--- config.mk ---
export PLATFORM = sky130hd
export DESIGN_NAME = frwar_core
export DESIGN_NICKNAME = d
export VERILOG_FILES = /design/src/shared/frwar_pkg.sv /design/src/hdl/frwar_fifo.sv /design/src/hdl/frwar_core.sv
export SDC_FILE = /design/constraint.sdc
export NUM_CORES = 1
export LEC_CHECK = 0
export ABC_AREA = 1
export BUFFER_PORTS_ARGS = -buffer_cell sky130_fd_sc_hd__buf_4
export CORE_UTILIZATION = 55
export DETAILED_ROUTE_END_ITERATION = 10
export PLACE_DENSITY = 0.76
export RECOVER_POWER = 50
export SLEW_MARGIN = 20
export SYNTH_ARGS = -nofsm -noshare
export SYNTH_HDL_FRONTEND = slang
export SYNTH_SLANG_ARGS = --single-unit
--- constraint.sdc ---
create_clock -name clk -period 2.55 [get_ports clk]
set_input_delay 0.51 -clock clk [delete_from_list [all_inputs] [get_ports clk]]
set_output_delay 0.51 -clock clk [all_outputs]
set_load 0.01 [all_outputs]
--- src/shared/frwar_pkg.sv ---
// Constants and types for the flash register-write and array-read command block
// Contract
// - Status write needs write latch set first
// - Status write updates protect bits, disable bit
// - Serial status write ends at 8/16 bits
// - Double-rate write must end with clock low
// - Register write cycle starts on select rise
// - Busy during cycle; end clears busy, latch
// - Status register readable while busy
// - Second config read while busy returns only checksum error bit
// - Second config read: opcode, four-byte address
// - Second config write needs write latch
// - Second config write ends at 8 bits
// - Security register readable anytime, repeatedly
// - Security write needs write latch
// - Lockdown bit set blocks further updates
// - Security write ends exactly at opcode boundary
// - Address on rising edge, data on falling
// - Read address increments, wraps to zero
// - Three or four address bytes by opcode
// - Select rise ends read output
// - Quick read has eight dummy clocks
// - Quick read rejected while busy
// - Write-enable command sets write latch
`default_nettype none
package frwar_pkg;
  // Default opcodes; the module takes them as parameters
  localparam logic [7:0] FRWAR_OP_WRITE_LATCH_SET_CMD = 8'h06;
  localparam logic [7:0] FRWAR_OP_RDSR = 8'h05;
  localparam logic [7:0] FRWAR_OP_STATUS_REG_WRITE_CMD = 8'h01;
  localparam logic [7:0] FRWAR_OP_SECOND_CONFIG_READ_CMD = 8'h71;
  localparam logic [7:0] FRWAR_OP_SECOND_CONFIG_WRITE_CMD = 8'h72;
  localparam logic [7:0] FRWAR_OP_SECURITY_REG_READ_CMD = 8'h2b;
  localparam logic [7:0] FRWAR_OP_SECURITY_REG_WRITE_CMD = 8'h2f;
  localparam logic [7:0] FRWAR_OP_RD3 = 8'h03;
  localparam logic [7:0] FRWAR_OP_RD4 = 8'h13;
  localparam logic [7:0] FRWAR_OP_FRD3 = 8'h0b;
  localparam logic [7:0] FRWAR_OP_FRD4 = 8'h0c;
  // Status register bit positions
  localparam int FRWAR_SR_BUSY = 0;
  localparam int FRWAR_SR_WEL = 1;
  localparam int FRWAR_SR_STATUS_WRITE_DISABLE_BIT = 7;
  localparam logic [7:0] FRWAR_SR_WMASK = 8'hbc;
  // Security register lockdown position and checksum error bit of config 2
  localparam int FRWAR_SEC_LOCK = 1;
  localparam int FRWAR_CR2_CHECKSUM_ERROR_BIT = 7;
  // Bit counts of the serial phases
  localparam logic [5:0] FRWAR_BITS_OP = 6'h08;
  localparam logic [5:0] FRWAR_BITS_A3 = 6'h18;
  localparam logic [5:0] FRWAR_BITS_A4 = 6'h20;
  localparam logic [5:0] FRWAR_BITS_DUMMY = 6'h08;
  localparam logic [5:0] FRWAR_BITS_SR1 = 6'h10;
  localparam logic [5:0] FRWAR_BITS_SR2 = 6'h18;
  // Opcode, four address bytes and one data byte
  localparam logic [5:0] FRWAR_BITS_CR2 = 6'h30;
  // Register write cycle time
  localparam int FRWAR_TW_NS = 40000;
  localparam int FRWAR_CLK_NS = 5;
  localparam int FRWAR_TW_CYC = FRWAR_TW_NS / FRWAR_CLK_NS;
  // Command decoder states
  typedef enum logic [5:0] {
    FRWAR_OPC = 6'b000001,
    FRWAR_ADDR = 6'b000010,
    FRWAR_DUMMY = 6'b000100,
    FRWAR_DOUT = 6'b001000,
    FRWAR_WDATA = 6'b010000,
    FRWAR_IGNORE = 6'b100000
  } frwar_state_e;
endpackage
`default_nettype wire

--- src/hdl/frwar_fifo.sv ---
// Small first-word-fall-through FIFO for read data
`default_nettype none
module frwar_fifo #(
  parameter int WIDTH = 8,
  parameter int DEPTH = 8
) (
  // Clock and reset
  input wire logic clk,
  input wire logic nrst,
  input wire logic flush,
  // Fill side
  input wire logic in_valid,
  output logic in_ready,
  input wire logic [WIDTH-1:0] in_data,
  // Drain side
  output logic out_valid,
  input wire logic out_ready,
  output logic [WIDTH-1:0] out_data
);
  localparam int AW = $clog2(DEPTH);
  logic [WIDTH-1:0] mem [DEPTH];
  logic [AW:0] wp;
  logic [AW:0] rp;
  wire do_push = in_valid && in_ready;
  wire do_pop = out_valid && out_ready;
  // Honest full and empty from pointer compare
  assign in_ready = (wp - rp) != (AW+1)'(DEPTH);
  assign out_valid = wp != rp;
  assign out_data = mem[rp[AW-1:0]];
  // Pointers; flush empties on select rise
  always_ff @(posedge clk)
  begin
    if (!nrst || flush)
    begin
      wp <= '0;
      rp <= '0;
    end
    else
    begin
      if (do_push)
        wp <= wp + 1'b1;
      if (do_pop)
        rp <= rp + 1'b1;
    end
  end
  always_ff @(posedge clk)
  begin
    if (do_push)
      mem[wp[AW-1:0]] <= in_data;
  end
endmodule
`default_nettype wire

--- src/hdl/frwar_core.sv ---
// Serial flash command block: register writes and array reads
`default_nettype none
module frwar_core
  import frwar_pkg::*;
#(
  parameter logic [7:0] OP_WRITE_LATCH_SET_CMD = FRWAR_OP_WRITE_LATCH_SET_CMD,
  parameter logic [7:0] OP_RDSR = FRWAR_OP_RDSR,
  parameter logic [7:0] OP_STATUS_REG_WRITE_CMD = FRWAR_OP_STATUS_REG_WRITE_CMD,
  parameter logic [7:0] OP_SECOND_CONFIG_READ_CMD = FRWAR_OP_SECOND_CONFIG_READ_CMD,
  parameter logic [7:0] OP_SECOND_CONFIG_WRITE_CMD = FRWAR_OP_SECOND_CONFIG_WRITE_CMD,
  parameter logic [7:0] OP_SECURITY_REG_READ_CMD = FRWAR_OP_SECURITY_REG_READ_CMD,
  parameter logic [7:0] OP_SECURITY_REG_WRITE_CMD = FRWAR_OP_SECURITY_REG_WRITE_CMD,
  parameter logic [7:0] OP_RD3 = FRWAR_OP_RD3,
  parameter logic [7:0] OP_RD4 = FRWAR_OP_RD4,
  parameter logic [7:0] OP_FRD3 = FRWAR_OP_FRD3,
  parameter logic [7:0] OP_FRD4 = FRWAR_OP_FRD4,
  parameter logic [31:0] CR2_ADDR = 32'h00000000,
  parameter int ADDR_W = 26,
  parameter int TW_CYC = FRWAR_TW_CYC,
  parameter int FIFO_DEPTH = 8
) (
  // Clock and reset
  input wire logic clk,
  input wire logic nrst,
  // Serial link pins, asynchronous to clk
  input wire logic sclk,
  input wire logic cs_n,
  input wire logic si,
  output logic so,
  output logic so_oe,
  // Mode select: double-rate octal end check
  input wire logic octal_double_rate_mode,
  // Array storage read port
  output logic [ADDR_W-1:0] mem_addr,
  output logic mem_req,
  input wire logic mem_ack,
  input wire logic [7:0] mem_data,
  // Register contents
  output logic [7:0] status_reg,
  output logic [7:0] config_reg,
  output logic [7:0] config2_reg,
  output logic [7:0] security_reg,
  input wire logic checksum_error_bit,
  // Command events
  output logic cmd_rejected
);
  // Two-flop synchronisers; first stage read only by second
  logic [1:0] sclk_s;
  logic [1:0] cs_s;
  logic [1:0] si_s;
  logic sclk_d;
  logic cs_d;
  always_ff @(posedge clk)
  begin
    sclk_s <= {sclk_s[0], sclk};
    cs_s <= {cs_s[0], cs_n};
    si_s <= {si_s[0], si};
  end
  always_ff @(posedge clk)
  begin
    sclk_d <= sclk_s[1];
    cs_d <= cs_s[1];
  end
  wire sel = !cs_s[1];
  wire rise = sel && sclk_s[1] && !sclk_d;
  wire fall = sel && !sclk_s[1] && sclk_d;
  wire cs_rise = cs_s[1] && !cs_d;
  wire cs_fall = !cs_s[1] && cs_d;

  frwar_state_e state;
  frwar_state_e next_state;
  logic [7:0] opcode;
  logic [5:0] nbits;
  logic [31:0] shreg;
  logic [ADDR_W-1:0] addr;
  logic [7:0] out_byte;
  logic [2:0] out_cnt;
  logic busy;
  logic write_latch_bit;
  logic [7:0] sr_bits;
  logic [31:0] tw_cnt;
  logic [7:0] pend_sr;
  logic [7:0] pend_cr;
  logic pend_sr_wr;
  logic pend_cr_wr;

  // Opcode classes
  wire [7:0] op_now = {shreg[6:0], si_s[1]};
  wire is_rd = opcode == OP_RD3 || opcode == OP_RD4;
  wire is_frd = opcode == OP_FRD3 || opcode == OP_FRD4;
  wire is_four = opcode == OP_RD4 || opcode == OP_FRD4 || opcode == OP_SECOND_CONFIG_READ_CMD;
  wire [5:0] addr_bits = is_four ? FRWAR_BITS_A4 : FRWAR_BITS_A3;
  wire wr_sr = opcode == OP_STATUS_REG_WRITE_CMD;
  wire wr_cr2 = opcode == OP_SECOND_CONFIG_WRITE_CMD;
  wire wr_sec = opcode == OP_SECURITY_REG_WRITE_CMD;
  // Exact-boundary tests at select rise, in bits counted from opcode start
  wire sr_ok = nbits == FRWAR_BITS_SR1 || nbits == FRWAR_BITS_SR2;
  wire cr2_ok = nbits == FRWAR_BITS_CR2;
  wire sec_ok = nbits == FRWAR_BITS_OP;
  // Double-rate mode: the select must rise while the clock sits low
  wire edge_ok = !octal_double_rate_mode || !sclk_s[1];
  // A write ended while busy still counts as ended, so its refusal is visible
  wire end_write = cs_rise && (wr_sr || wr_cr2 || wr_sec);
  wire good_sr = wr_sr && sr_ok && edge_ok && write_latch_bit;
  wire good_cr2 = wr_cr2 && cr2_ok && edge_ok && write_latch_bit;
  wire good_sec = wr_sec && sec_ok && edge_ok && write_latch_bit
    && !security_reg[FRWAR_SEC_LOCK];
  wire tw_done = busy && tw_cnt == 32'(TW_CYC - 1);

  // Read data path through the FIFO
  logic f_in_valid;
  logic f_in_ready;
  logic f_out_valid;
  logic f_out_ready;
  logic [7:0] f_out_data;
  logic [7:0] reg_byte;
  logic reg_src;
  frwar_fifo #(.WIDTH(8), .DEPTH(FIFO_DEPTH)) u_fifo (
    .clk(clk),
    .nrst(nrst),
    .flush(cs_rise),
    .in_valid(f_in_valid),
    .in_ready(f_in_ready),
    .in_data(reg_src ? reg_byte : mem_data),
    .out_valid(f_out_valid),
    .out_ready(f_out_ready),
    .out_data(f_out_data)
  );
  // Register reads repeat their byte; array reads fetch from storage
  assign reg_src = !(is_rd || is_frd);
  always_comb
  begin
    reg_byte = status_reg;
    if (opcode == OP_SECURITY_REG_READ_CMD)
      reg_byte = security_reg;
    else if (opcode == OP_SECOND_CONFIG_READ_CMD)
      reg_byte = busy ? {checksum_error_bit, 7'h00} : config2_reg;
    else if (opcode == OP_RDSR)
      reg_byte = status_reg;
  end
  wire data_phase = state == FRWAR_DOUT;
  assign mem_req = data_phase && !reg_src && f_in_ready;
  assign f_in_valid = data_phase && (reg_src ? 1'b1 : mem_ack);
  // Next byte is loaded on the falling edge that completes the last
  assign f_out_ready = data_phase && fall && out_cnt == 3'h7;

  // Command state machine
  always_comb
  begin
    next_state = state;
    unique case (state)
      FRWAR_OPC:
        if (rise && nbits == FRWAR_BITS_OP - 6'h01)
        begin
          if (op_now == OP_WRITE_LATCH_SET_CMD || op_now == OP_SECURITY_REG_WRITE_CMD)
            next_state = FRWAR_IGNORE;
          else if (op_now == OP_RDSR || op_now == OP_SECURITY_REG_READ_CMD)
            next_state = FRWAR_DOUT;
          else if ((op_now == OP_FRD3 || op_now == OP_FRD4) && busy)
            next_state = FRWAR_IGNORE;
          else if (op_now == OP_SECOND_CONFIG_READ_CMD || op_now == OP_RD3 || op_now == OP_RD4
                   || op_now == OP_FRD3 || op_now == OP_FRD4)
            next_state = FRWAR_ADDR;
          else if (op_now == OP_STATUS_REG_WRITE_CMD || op_now == OP_SECOND_CONFIG_WRITE_CMD)
            next_state = FRWAR_WDATA;
          else
            next_state = FRWAR_IGNORE;
        end
      FRWAR_ADDR:
        if (rise && nbits == FRWAR_BITS_OP + addr_bits - 6'h01)
          next_state = is_frd ? FRWAR_DUMMY : FRWAR_DOUT;
      FRWAR_DUMMY:
        if (rise && nbits == FRWAR_BITS_OP + addr_bits + FRWAR_BITS_DUMMY - 6'h01)
          next_state = FRWAR_DOUT;
      FRWAR_DOUT: next_state = FRWAR_DOUT;
      FRWAR_WDATA: next_state = FRWAR_WDATA;
      FRWAR_IGNORE: next_state = FRWAR_IGNORE;
      default: next_state = FRWAR_IGNORE;
    endcase
    if (!sel)
      next_state = FRWAR_OPC;
  end
  always_ff @(posedge clk)
  begin
    if (!nrst)
      state <= FRWAR_OPC;
    else
      state <= next_state;
  end

  // Bit counter and input shift register
  always_ff @(posedge clk)
  begin
    if (!nrst || cs_fall)
    begin
      nbits <= '0;
      shreg <= '0;
    end
    else if (rise && nbits != 6'h3f)
    begin
      nbits <= nbits + 6'h01;
      shreg <= {shreg[30:0], si_s[1]};
    end
  end
  // Opcode capture; cleared per frame so an empty frame cannot replay the last command
  always_ff @(posedge clk)
  begin
    if (!nrst || cs_fall)
      opcode <= '0;
    else if (state == FRWAR_OPC && rise && nbits == FRWAR_BITS_OP - 6'h01)
      opcode <= op_now;
  end

  // Address counter: load after address phase, step per byte, wrap at top
  always_ff @(posedge clk)
  begin
    if (!nrst)
      addr <= '0;
    else if (sel && state == FRWAR_ADDR && next_state != FRWAR_ADDR)
      addr <= is_four ? ADDR_W'({shreg[30:0], si_s[1]})
        : ADDR_W'({shreg[22:0], si_s[1]});
    else if (mem_req && mem_ack)
      addr <= addr + 1'b1;
  end
  assign mem_addr = addr;

  // Output shifter; each bit changes on a falling edge
  always_ff @(posedge clk)
  begin
    if (!nrst || !sel)
    begin
      out_cnt <= '0;
      out_byte <= '0;
      so <= 1'b0;
      so_oe <= 1'b0;
    end
    else if (data_phase && fall)
    begin
      out_cnt <= out_cnt + 3'h1;
      so_oe <= f_out_valid || out_cnt != 3'h0;
      if (out_cnt == 3'h0)
      begin
        out_byte <= {f_out_data[6:0], 1'b0};
        so <= f_out_data[7];
      end
      else
      begin
        out_byte <= {out_byte[6:0], 1'b0};
        so <= out_byte[7];
      end
    end
  end
  // Write latch, busy cycle and register updates
  always_ff @(posedge clk)
  begin
    if (!nrst)
    begin
      write_latch_bit <= 1'b0;
      busy <= 1'b0;
      tw_cnt <= '0;
      sr_bits <= '0;
      config_reg <= '0;
      config2_reg <= '0;
      security_reg <= '0;
      pend_sr <= '0;
      pend_cr <= '0;
      pend_sr_wr <= 1'b0;
      pend_cr_wr <= 1'b0;
      cmd_rejected <= 1'b0;
    end
    else
    begin
      cmd_rejected <= 1'b0;
      if (cs_rise && opcode == OP_WRITE_LATCH_SET_CMD && sec_ok && !busy)
        write_latch_bit <= 1'b1;
      if (end_write)
      begin
        if (!busy && (good_sr || good_cr2 || good_sec))
        begin
          busy <= 1'b1;
          tw_cnt <= '0;
          // Capture now: later frames reuse the shifter during the cycle
          pend_sr <= (nbits == FRWAR_BITS_SR1) ? shreg[7:0] : shreg[15:8];
          pend_cr <= shreg[7:0];
          pend_sr_wr <= good_sr;
          pend_cr_wr <= good_sr && nbits == FRWAR_BITS_SR2;
          if (good_cr2 && shreg[31:8] == CR2_ADDR[23:0])
            config2_reg <= shreg[7:0];
          if (good_sec)
            security_reg[FRWAR_SEC_LOCK] <= 1'b1;
        end
        else
        begin
          cmd_rejected <= 1'b1;
          if (wr_cr2)
            write_latch_bit <= 1'b0;
        end
      end
      if (busy)
        tw_cnt <= tw_cnt + 32'h1;
      if (tw_done)
      begin
        busy <= 1'b0;
        write_latch_bit <= 1'b0;
        pend_sr_wr <= 1'b0;
        pend_cr_wr <= 1'b0;
        if (pend_sr_wr)
          sr_bits <= pend_sr & FRWAR_SR_WMASK;
        if (pend_cr_wr)
          config_reg <= pend_cr;
      end
    end
  end
  // Busy and latch bits are never taken from written data
  assign status_reg = {sr_bits[7:2], write_latch_bit, busy};
endmodule
`default_nettype wire

==> results of run 1 <==
==> kinds of logic after synthesis <==
| group | synth area share |
|---|---|
| AOI/OAI and AO/OA | 0.1442 |
| xor gates and xnor gates | 0.01032 |
| other | 0.0003156 |
| DFF | 0.4667 |
| adders and majority gates | 0.01264 |
| muxes | 0.01264 |
| buffers and inverters | 0.08730 |
| and+or+nand+nor | 0.2659 |
==> layer usage <==
layer / vias up / wire [um] / GRT usage
met5: - / 0 / 0
met4: 0 / 926 / 0.1000
met3: 69 / 1428 / 0.03058
met2: 277 / 14320 / 0.4621
met1: 4891 / 12960 / 0.3510
li1: 5255 / - / -
==> critical path, cell delays in order, from the launching register on <==
cell and delay [ns]:
dfxtp_1 0.40, nor2_1 0.08, nand2_1 0.12, inv_2 0.07, o21ai_1 0.14, nand2_1 0.15, buf_4 0.21, nand2_2 0.10
inv_1 0.04, buf_4 0.13
==> cells in the mapped netlist, drive strengths merged, types with 3 or more instances <==
master | count | area, sq um
nand2 | 280 | 1099
nand3 | 108 | 605.6
a31oi | 6 | 52.55
dfxtp | 181 | 3623
o21ai | 154 | 770.7
inv | 170 | 643.1
or2 | 4 | 25.03
ha | 12 | 150.1
a21oi | 120 | 608.1
edfxtp | 64 | 1922
nor4 | 12 | 90.09
mux2i | 15 | 150.1
buf | 32 | 244.0
nor3 | 32 | 187.7
o221ai | 16 | 140.1
and3 | 3 | 18.77
xor2 | 9 | 78.83
nand3b | 5 | 37.54
xnor2 | 5 | 43.79
o21a | 3 | 22.52
nor2 | 220 | 907.1
clkbuf | 34 | 127.6
o21bai | 6 | 45.04
nand4 | 28 | 181.4
clkinv | 6 | 22.52
==> final timing paths <==
| kind | from | end | slack, ns |
|---|---|---|---|
| setup / recovery | opcode[5]$_SDFFE_PP0P_ | mem_req | 0.06 |
| hold reg to reg | cs_s[0]$_DFF_P_ | cs_s[1]$_DFF_P_ | 0.33 |
| hold / removal | si | si_s[0]$_DFF_P_ | 0.11 |
| setup reg to reg | u_fifo.rp[1]$_SDFFE_PP0P_ | u_fifo.mem[2][6]$_DFFE_PP_ | 0.24 |
==> where the power goes <==
group	leakage, nW	internal [mW]	total, mW	switching, mW
logic	2.53	0.0612	0.198	0.136
clock network	0.449	2.40	3.92	1.52
registers	1.95	3.99	4.02	0.0305
==> per-stage QoR <==
stage	setup slack [ns]	std cells	hold WS, ns	utilization	total power, mW
finish	0.06017	1903	0.1068	0.6350	8.143
global route	-0.03504	1903	0.09675	0.6350	8.368
CTS	0.003433	1902	0.07132	0.6432	8.198
detailed placement	0.1968	1855	0.3219	0.6002	4.306
global placement	0.2430	1855	0.3234	0.6002	4.305
floorplan	0.06428	1543	0.3096	-	4.239
==> area by class of cell <==
type,instances,area (sq um),share of cell area
clock buffer,37,774.5,0.05783
clock inverter,9,120.1,0.008969
inverter,176,665.6,0.04971
multi-input combinational,1056,5351,0.3996
sequential,245,5559,0.4151
tap,275,344.1,0.02569
timing repair buffer,105,576.8,0.04307
==> repair_timing <==
item                                    CTS  global route
endpoints found under the setup margin    1            67
hold buffers                              0             0
pin swaps                                 1             5
resized for setup                         3            17
setup buffers                             1             1
==> flow_metrics.tcl, run 1 <==
set metrics [dict create \
    antenna_found_initial 0 \
    cap_violations 0 \
    io_pins 78 \
    fp.dieArea_sq_mm 0.02220 \
    holdPathStages 1 \
    clockBufferDepth 3 \
    final_common_cell "nand2_1" \
    grt_setup_unrepaired "yes" \
    hold_class "in -> reg" \
    startpoint_type "flip-flop" \
    skew_ns 0.01199 \
    grt_usage 0.2702 \
    hold_violations 0 \
    n_antenna_cell 0 \
    maxSlewHeadroom 0.3562 \
    insertion_delay_ns 0.53 \
    hpwl_mm 20.57 \
    layout-drive-gt1-share 0.09951 \
    report.final.setup_viol 0 \
    first_pass_iters 5 \
    cp_max_fo 12 \
    final.setup.tns_ns 0 \
    cts_inserted_buffers 26 \
    h-tree-depth 1 \
    final_cell_mix "nand2_1, nor2_1, dfxtp_1" \
    dpl_cell_area_sq_mm 0.01266 \
    cts_root_buf "clkbuf_16" \
    ys_types 52 \
    post-route-min-period_ns 2.490 \
    wl_per_cell_um 15.57 \
    max_slew.worst_pin.slew_ns 0.9555 \
    largest_reg_flops 64 \
    slew_violations 0 \
    portBuffers 69 \
    core_area_sq_mm 0.02109 \
    clkSinkCount 245 \
    ant_nets 0 \
    rows 53 \
    yosysWarnings 0 \
    via_per_inst 5.513 \
    async_flop_share 0 \
    fin_nets 1638 \
    synth-edff-count 64 \
    end_kind "output pin" \
    n_fill_cell 1830 \
    grt_max_degree 79 \
    ys_seq_elements 245 \
    die_x_um 149.0 \
    final_area_sq_mm 0.01339 \
    drt_wl_total_mm 29.63 \
    required_ns 2.04 \
    gp_congestion 0.9636 \
    cts_tree "built" \
    p_leak_nw 4.926 \
    grt-ovfl-total 0 \
    power_density_mw_per_mm2 608.1 \
    postSynthCellCount 1536 \
    critical_path_class "reg -> out" \
    syn_to_final_growth_pct 12.71 \
    status "finished clean" \
    r2r_cells 16 \
    max_freq_mhz 401.6 \
    critPathArrivalTime_ns 1.98 \
    path_clk_slew_ns 0.06 \
    initial_utilization 0.5634 \
    num_vias 10490 \
    period_share 0.9764 \
    ys.flop_type "dfxtp_1" \
    ir_drop_uv 455.7 \
    drcViolationCount 0 \
    grt_pass1_vias 9774 \
    grt_pass1_wl_mm 48.11 \
    drt_iter0_drc 864 \
    avgSynthCellArea_sq_um 7.735 \
    die_y_um 149.0 \
    yosysSeqAreaShare 0.4667 \
    synth_area_sq_mm 0.01188 \
]
Power figures use the tool's default switching activity.
==> run 2, diff against run 1 <==
--- a/config.mk
+++ b/config.mk
@@ -5,8 +5,9 @@
 export SDC_FILE = /design/constraint.sdc
 export NUM_CORES = 1
 export LEC_CHECK = 0
-export ABC_AREA = 1
+export ABC_AREA = 0
 export BUFFER_PORTS_ARGS = -buffer_cell sky130_fd_sc_hd__buf_4
+export CAP_MARGIN = 20
 export CORE_UTILIZATION = 55
 export DETAILED_ROUTE_END_ITERATION = 10
 export PLACE_DENSITY = 0.76
==> run 2 against run 1 <==
Setup slack lost 0.17 ns. Combinational power shrank 27%. Global-route usage grew 0.15 points. Critical path depth shrank 2. Utilization grew 1.9 points. Largest power group unchanged. The flow now finishes with violations (negative setup slack). Area after synthesis shrank 4.1%. Sequential power shrank 1%. Clock skew shrank 0.0010 ns. Highest routed layer unchanged.
==> flow_metrics.tcl, run 2 <==
set metrics [dict create \
    ant_nets 0 \
    violations "negative setup slack" \
    rows 52 \
    n_antenna_cell 0 \
    drt_wl_total_mm 29.42 \
    final_cell_mix "dfxtp_1, nand2_1, a21oi_1" \
    report.final.setup_viol 4 \
    cts_inserted_buffers 25 \
    startpoint_type "flip-flop" \
    synth_area_sq_mm 0.01139 \
    final_area_sq_mm 0.01327 \
    syn_to_final_growth_pct 16.49 \
    synth-edff-count 64 \
    postSynthCellCount 1203 \
    drcViolationCount 0 \
    io_pins 78 \
    synth_xor_area_frac 0.02515 \
    grt_max_degree 45 \
    synth_top_family_by_area "simple AND/OR/NAND/NOR gates" \
    gp_congestion 0.9007 \
    cts_tree "built" \
    largest_reg_flops 64 \
    clockBufferDepth 3 \
    fp.dieArea_sq_mm 0.02129 \
    ir_drop_uv 617.8 \
    cap_violations 0 \
    cp_max_fo 4 \
    path_buf_inv 2 \
    grt_setup_unrepaired "yes" \
    critPathMaxStageDelay_ns 0.56 \
    power_mw 7.860 \
    yosys.area_share.simple 0.2236 \
    skew_ns 0.01098 \
    wl_per_cell_um 18.58 \
    yosys.area.top_type "dfxtp_1" \
    path_clk_slew_ns 0.06 \
    period_share 1.043 \
    first_pass_iters 5 \
    crit_chain "inv_2 -> ha_4 -> nand3b_1 -> or4_4 -> nand3_4 -> nor2_4 -> buf_6" \
    grt_pass1_wl_mm 46.46 \
    cts_root_buf "clkbuf_16" \
    ys_types 71 \
    yosys-top-cells-count "dfxtp_1, nand2_1, a21oi_1" \
    max_freq_mhz 376.2 \
    required_ns 2.04 \
    synth_compound_area_frac 0.1369 \
    cts_hold_repair.buffers 0 \
    yosysSeqAreaShare 0.4868 \
    clkSinkCount 245 \
    async_flop_share 0 \
    post-place-ws_ns 0.01815 \
    slowest_stage "or4_4" \
    ys.flop_type "dfxtp_1" \
    layout-drive-gt1-share 0.1446 \
    synth_top_area_share 0.3181 \
    die_x_um 145.9 \
    fin_nets 1323 \
    maxSlewHeadroom 0.3987 \
    critical_path_class "reg -> out" \
    hpwl_mm 20.61 \
    insertion_delay_ns 0.53 \
    yosysMostFrequentCell "dfxtp_1" \
    critPathArrivalTime_ns 2.15 \
    synthAdderAreaFrac 0.01318 \
    slew_violations 0 \
    dpl_cell_area_sq_mm 0.01246 \
    drt_iter0_drc 794 \
    via_per_inst 6.095 \
    h-tree-depth 1 \
    p_leak_nw 4.549 \
    antenna_found_initial 0 \
    max_slew.worst_pin.slew_ns 0.9020 \
    die_y_um 145.9 \
    final_common_cell "dfxtp_1" \
    grt_usage 0.2718 \
    grt_pass1_vias 8833 \
    num_vias 9654 \
    ys_seq_elements 245 \
    core_area_sq_mm 0.02030 \
    end_kind "output pin" \
    hold_violations 0 \
    crit_family "simple AND/OR/NAND/NOR gates" \
    post-route-min-period_ns 2.658 \
    initial_utilization 0.5611 \
    muxShareOfSynthArea 0.07733 \
    yosys-top-cells-area "dfxtp_1, edfxtp_1, nand2_1" \
    avgSynthCellArea_sq_um 9.469 \
    portBuffers 69 \
    yosysWarnings 0 \
    power_density_mw_per_mm2 592.4 \
    status "finished, violations left" \
    grt-ovfl-total 0 \
    hold_class "in -> reg" \
    fin_ws_ns -0.1084 \
]
==> run 2: cell count changes after synthesis, moves of 16 or more <==
cell	delta
a21oi_1	-29
o221ai_1	-16
mux2i_1	+28
nand3_1	-50
nand2_1	-96
o31ai_1	+17
inv_1	-146
nor2_1	-126
mux4_2	+16
o21ai_0	-103
and3_1	+17
clkbuf_1	+26
==> run 2: what timing repair did <==
action | 4_1_cts | 5_1_grt
pin swaps | 3 | 10
resized for setup | 18 | 16
setup endpoints to repair | 19 | 83
buffers inserted | 3 | 8
==> run 2: final timing paths <==
check	start	end	slack [ns]	depth (start not counted)
max	u_fifo.rp[2]$_SDFFE_PP0P_	mem_req	-0.11	7
min	sclk	sclk_s[0]$_DFF_P_	0.10	1
max reg2reg	opcode[7]$_SDFFE_PP0P_	tw_cnt[5]$_SDFFE_PN0P_	-0.02	6
min reg2reg	si_s[0]$_DFF_P_	si_s[1]$_DFF_P_	0.32	0
==> run 2: per-stage QoR <==
stage | setup TNS, ns | util | hold slack (ns) | cells
after floorplan | -0.1243 | - | 0.3096 | 1210
after global placement | 0 | 0.6136 | 0.3122 | 1528
after detailed placement | 0 | 0.6136 | 0.3138 | 1528
after CTS | -0.9556 | 0.6605 | 0.07683 | 1577
after global routing | -0.8584 | 0.6537 | 0.09259 | 1584
final | -0.1730 | 0.6537 | 0.1025 | 1584
==> run 2: where the power goes <==
group	total (mW)	internal, mW	switching, mW
sequential	3.98	3.97	0.00780
combinational	0.144	0.0369	0.107
clock	3.73	2.22	1.51
total	7.86	6.23	1.63
==> run 2: layer usage <==
metal  wire length, um  global-route usage  part of all wire  vias to the layer above
li1                  -                   -                 -                     4621
met2             14160              0.4529              0.48                      317
met4               880             0.08421             0.030                        0
met3              1650             0.03103             0.056                       64
met5                 0                   0                 0                        -
met1             12730              0.3710              0.43                     4652
==> run 2: cell type report <==
cell class	count	area (sq um)
Fill cell	1709	7030
Clock inverter	13	143.9
Tap cell	270	337.8
Timing Repair Buffer	137	824.5
Sequential cell	245	5553
Multi-Input combinational cell	866	5637
Clock buffer	33	695.7
Inverter	20	77.57
==> run 2: cells by family after synthesis <==
family                   count (synthesis)
AND/OR/NAND/NOR                        504
flip-flops                             245
adder cells (fa/ha/maj)                 12
other                                    1
multiplexers                            67
AO/OA/AOI/OAI                          244
buffers and inverters                   99
XOR/XNOR                                31
==> run 3, diff against run 2 <==
--- a/config.mk
+++ b/config.mk
@@ -8,10 +8,11 @@
 export ABC_AREA = 0
 export BUFFER_PORTS_ARGS = -buffer_cell sky130_fd_sc_hd__buf_4
 export CAP_MARGIN = 20
-export CORE_UTILIZATION = 55
+export CORE_UTILIZATION = 60
 export DETAILED_ROUTE_END_ITERATION = 10
-export PLACE_DENSITY = 0.76
+export PLACE_DENSITY = 0.79
 export RECOVER_POWER = 50
+export SKIP_LAST_GASP = 1
 export SLEW_MARGIN = 20
 export SYNTH_ARGS = -nofsm -noshare
 export SYNTH_HDL_FRONTEND = slang
==> constraint.sdc (replaced) <==
create_clock -name clk -period 3.1 [get_ports clk]
set_input_delay 0.62 -clock clk [delete_from_list [all_inputs] [get_ports clk]]
set_output_delay 0.62 -clock clk [all_outputs]
set_load 0.01 [all_outputs]
==> run 3 against run 2 <==
The run ends with max-capacitance violations, max-slew violations left. First-iteration DRC count rose by 34%. Combinational power down 19%. Worst hold slack improved by 0.13 ns. Die area decreased by 8.2%. Global-route usage rose by 1.6 points. Sequential power is 18% lower. Design area is 3.6% lower.
==> flow_metrics.tcl, run 3 (synthesis results as in run 2) <==
set metrics [dict create \
    cts_tree "built" \
    final.setup.tns_ns 0 \
    path_clk_slew_ns 0.06 \
    final_common_cell "dfxtp_1" \
    skew_ns 0.01039 \
    via_per_inst 6.291 \
    num_vias 9518 \
    drt_iter0_drc 1061 \
    core_area_sq_mm 0.01864 \
    clockBufferDepth 3 \
    critPathLaunch "u_fifo.rp[1]$_SDFFE_PP0P_" \
    holdPathStages 1 \
    rows 50 \
    grt_usage 0.2879 \
    ant_nets 0 \
    layout-drive-gt1-share 0.1095 \
    critPathMaxStageDelay_ns 0.55 \
    wl_per_cell_um 18.72 \
    first_pass_iters 5 \
    gp_congestion 0.9316 \
    drt_wl_total_mm 28.33 \
    ir_drop_uv 498.3 \
    grt_pass1_vias 8882 \
    dpl_cell_area_sq_mm 0.01215 \
    largest_reg_flops 64 \
    insertion_delay_ns 0.51 \
    slowest_stage "or4_1" \
    startpoint_type "flip-flop" \
    grt_max_degree 41 \
    h-tree-depth 1 \
    status "finished, violations left" \
    n_antenna_cell 0 \
    report.final.setup_viol 0 \
    post-route-min-period_ns 2.937 \
    ff2ff_setup_slack_ns 0.25 \
    r2r-end "mem_addr[8]$_SDFFE_PN0P_" \
    final_area_sq_mm 0.01279 \
    hold_class "in -> reg" \
    critical_path_class "reg -> out" \
    portBuffers 69 \
    fp.dieArea_sq_mm 0.01954 \
    grt-ovfl-total 0 \
    maxSlewHeadroom -0.02876 \
    grt_setup_unrepaired "no" \
    syn_to_final_growth_pct 12.27 \
    hold_violations 0 \
    max_freq_mhz 340.5 \
    r2r_start "opcode[2]$_SDFFE_PP0P_" \
    die_x_um 139.8 \
    power_density_mw_per_mm2 503.8 \
    max_slew.worst_pin.slew_ns 1.543 \
    end_kind "output pin" \
    slew_violations 37 \
    n_fill_cell 1495 \
    critPathArrivalTime_ns 2.32 \
    p_leak_nw 4.359 \
    die_y_um 139.8 \
    hpwl_mm 19.86 \
    cts_inserted_buffers 25 \
    final_cell_mix "dfxtp_1, nand2_1, a21oi_1" \
    required_ns 2.48 \
    cts_root_buf "clkbuf_16" \
    cp_max_fo 4 \
    grt_pass1_wl_mm 45.47 \
    multiInputGateArea_sq_mm 0.005477 \
    clkSinkCount 245 \
    initial_utilization 0.6110 \
    period_share 0.9473 \
    fin_nets 1289 \
    crit_chain "inv_1 -> ha_1 -> nor2b_1 -> or4_1 -> nand3_4 -> nor2_1 -> buf_4" \
    endpoint "mem_req" \
    io_pins 78 \
    antenna_found_initial 0 \
    cap_violations 1 \
    violations "max-capacitance violations, max-slew violations" \
    regArea_sq_mm 0.005548 \
    power_mw 6.443 \
    r2r_cells 7 \
    cts_hold_repair.buffers 0 \
    drcViolationCount 0 \
]
run 3: cell types whose count changed in the layout (fill, tap and decap cells not counted), moves of 3 or more:
cell      delta
buf_4       -25
buf_6        -3
clkbuf_1     -4
clkinv_1     -3
clkinv_2     +3
dfxtp_1      +4
dfxtp_2      -4
ha_1         +3
ha_4         -3
nor3_4       -3
nor4_1       +3
o21ai_0      +4
o21ai_1      -3
run 3: worst min path at each step:
stage                    startpoint         endpoint  slack [ns]
global placement    cs_s[0]$_DFF_P_  cs_s[1]$_DFF_P_        0.31
global route                   cs_n  cs_s[0]$_DFF_P_        0.21
detailed placement  cs_s[0]$_DFF_P_  cs_s[1]$_DFF_P_        0.31
CTS                              si  si_s[0]$_DFF_P_        0.20
floorplan           cs_s[0]$_DFF_P_  cs_s[1]$_DFF_P_        0.31
finish                           si  si_s[0]$_DFF_P_        0.23
run 3: cell type report:
cell class	count	share of cell area
clock buffer	33	0.05440
sequential	245	0.4338
clock inverter	12	0.01076
inverter	20	0.005870
tap	234	0.02289
timing repair buffer	103	0.04403
multi-input combinational	866	0.4282
run 3: what timing repair did:
item | CTS | global route
resized for setup | 2 | 3
endpoints found under the setup margin | 1 | 1
pin swaps | 0 | 1
setup buffers | 0 | 1
run 3: through the flow:
step                        util  setup slack [ns]  hold slack, ns  instances
after floorplan                -           0.04983          0.3096       1210
after global placement    0.6517            0.3519          0.3139       1467
after detailed placement  0.6517            0.2163          0.3121       1467
after CTS                 0.6968           0.03478          0.2002       1512
after global routing      0.6860           0.06008          0.2135       1513
final                     0.6860            0.1634          0.2317       1513
run 3: critical path: cells and delay by family (launching register included):
kind,cells,cell delay (ns)
buffers and inverters,2,0.21
AND/OR/NAND/NOR,4,0.88
flip-flops,1,0.38
adder cells (fa/ha/maj),1,0.34
run 3: power by group:
part,switching (mW),internal [mW]
clock network,1.22,1.82
logic,0.0861,0.0312
registers,0.00923,3.27
total,1.32,5.12
run 3: routing by layer:
layer / vias up / share of wire / GRT usage / routed length [um]
li1: 4537 / - / - / -
met1: 4596 / 0.43 / 0.3783 / 12090
met2: 322 / 0.49 / 0.4876 / 13840
met3: 63 / 0.058 / 0.04508 / 1645
met4: 0 / 0.027 / 0.09080 / 756
met5: - / 0 / 0 / 0
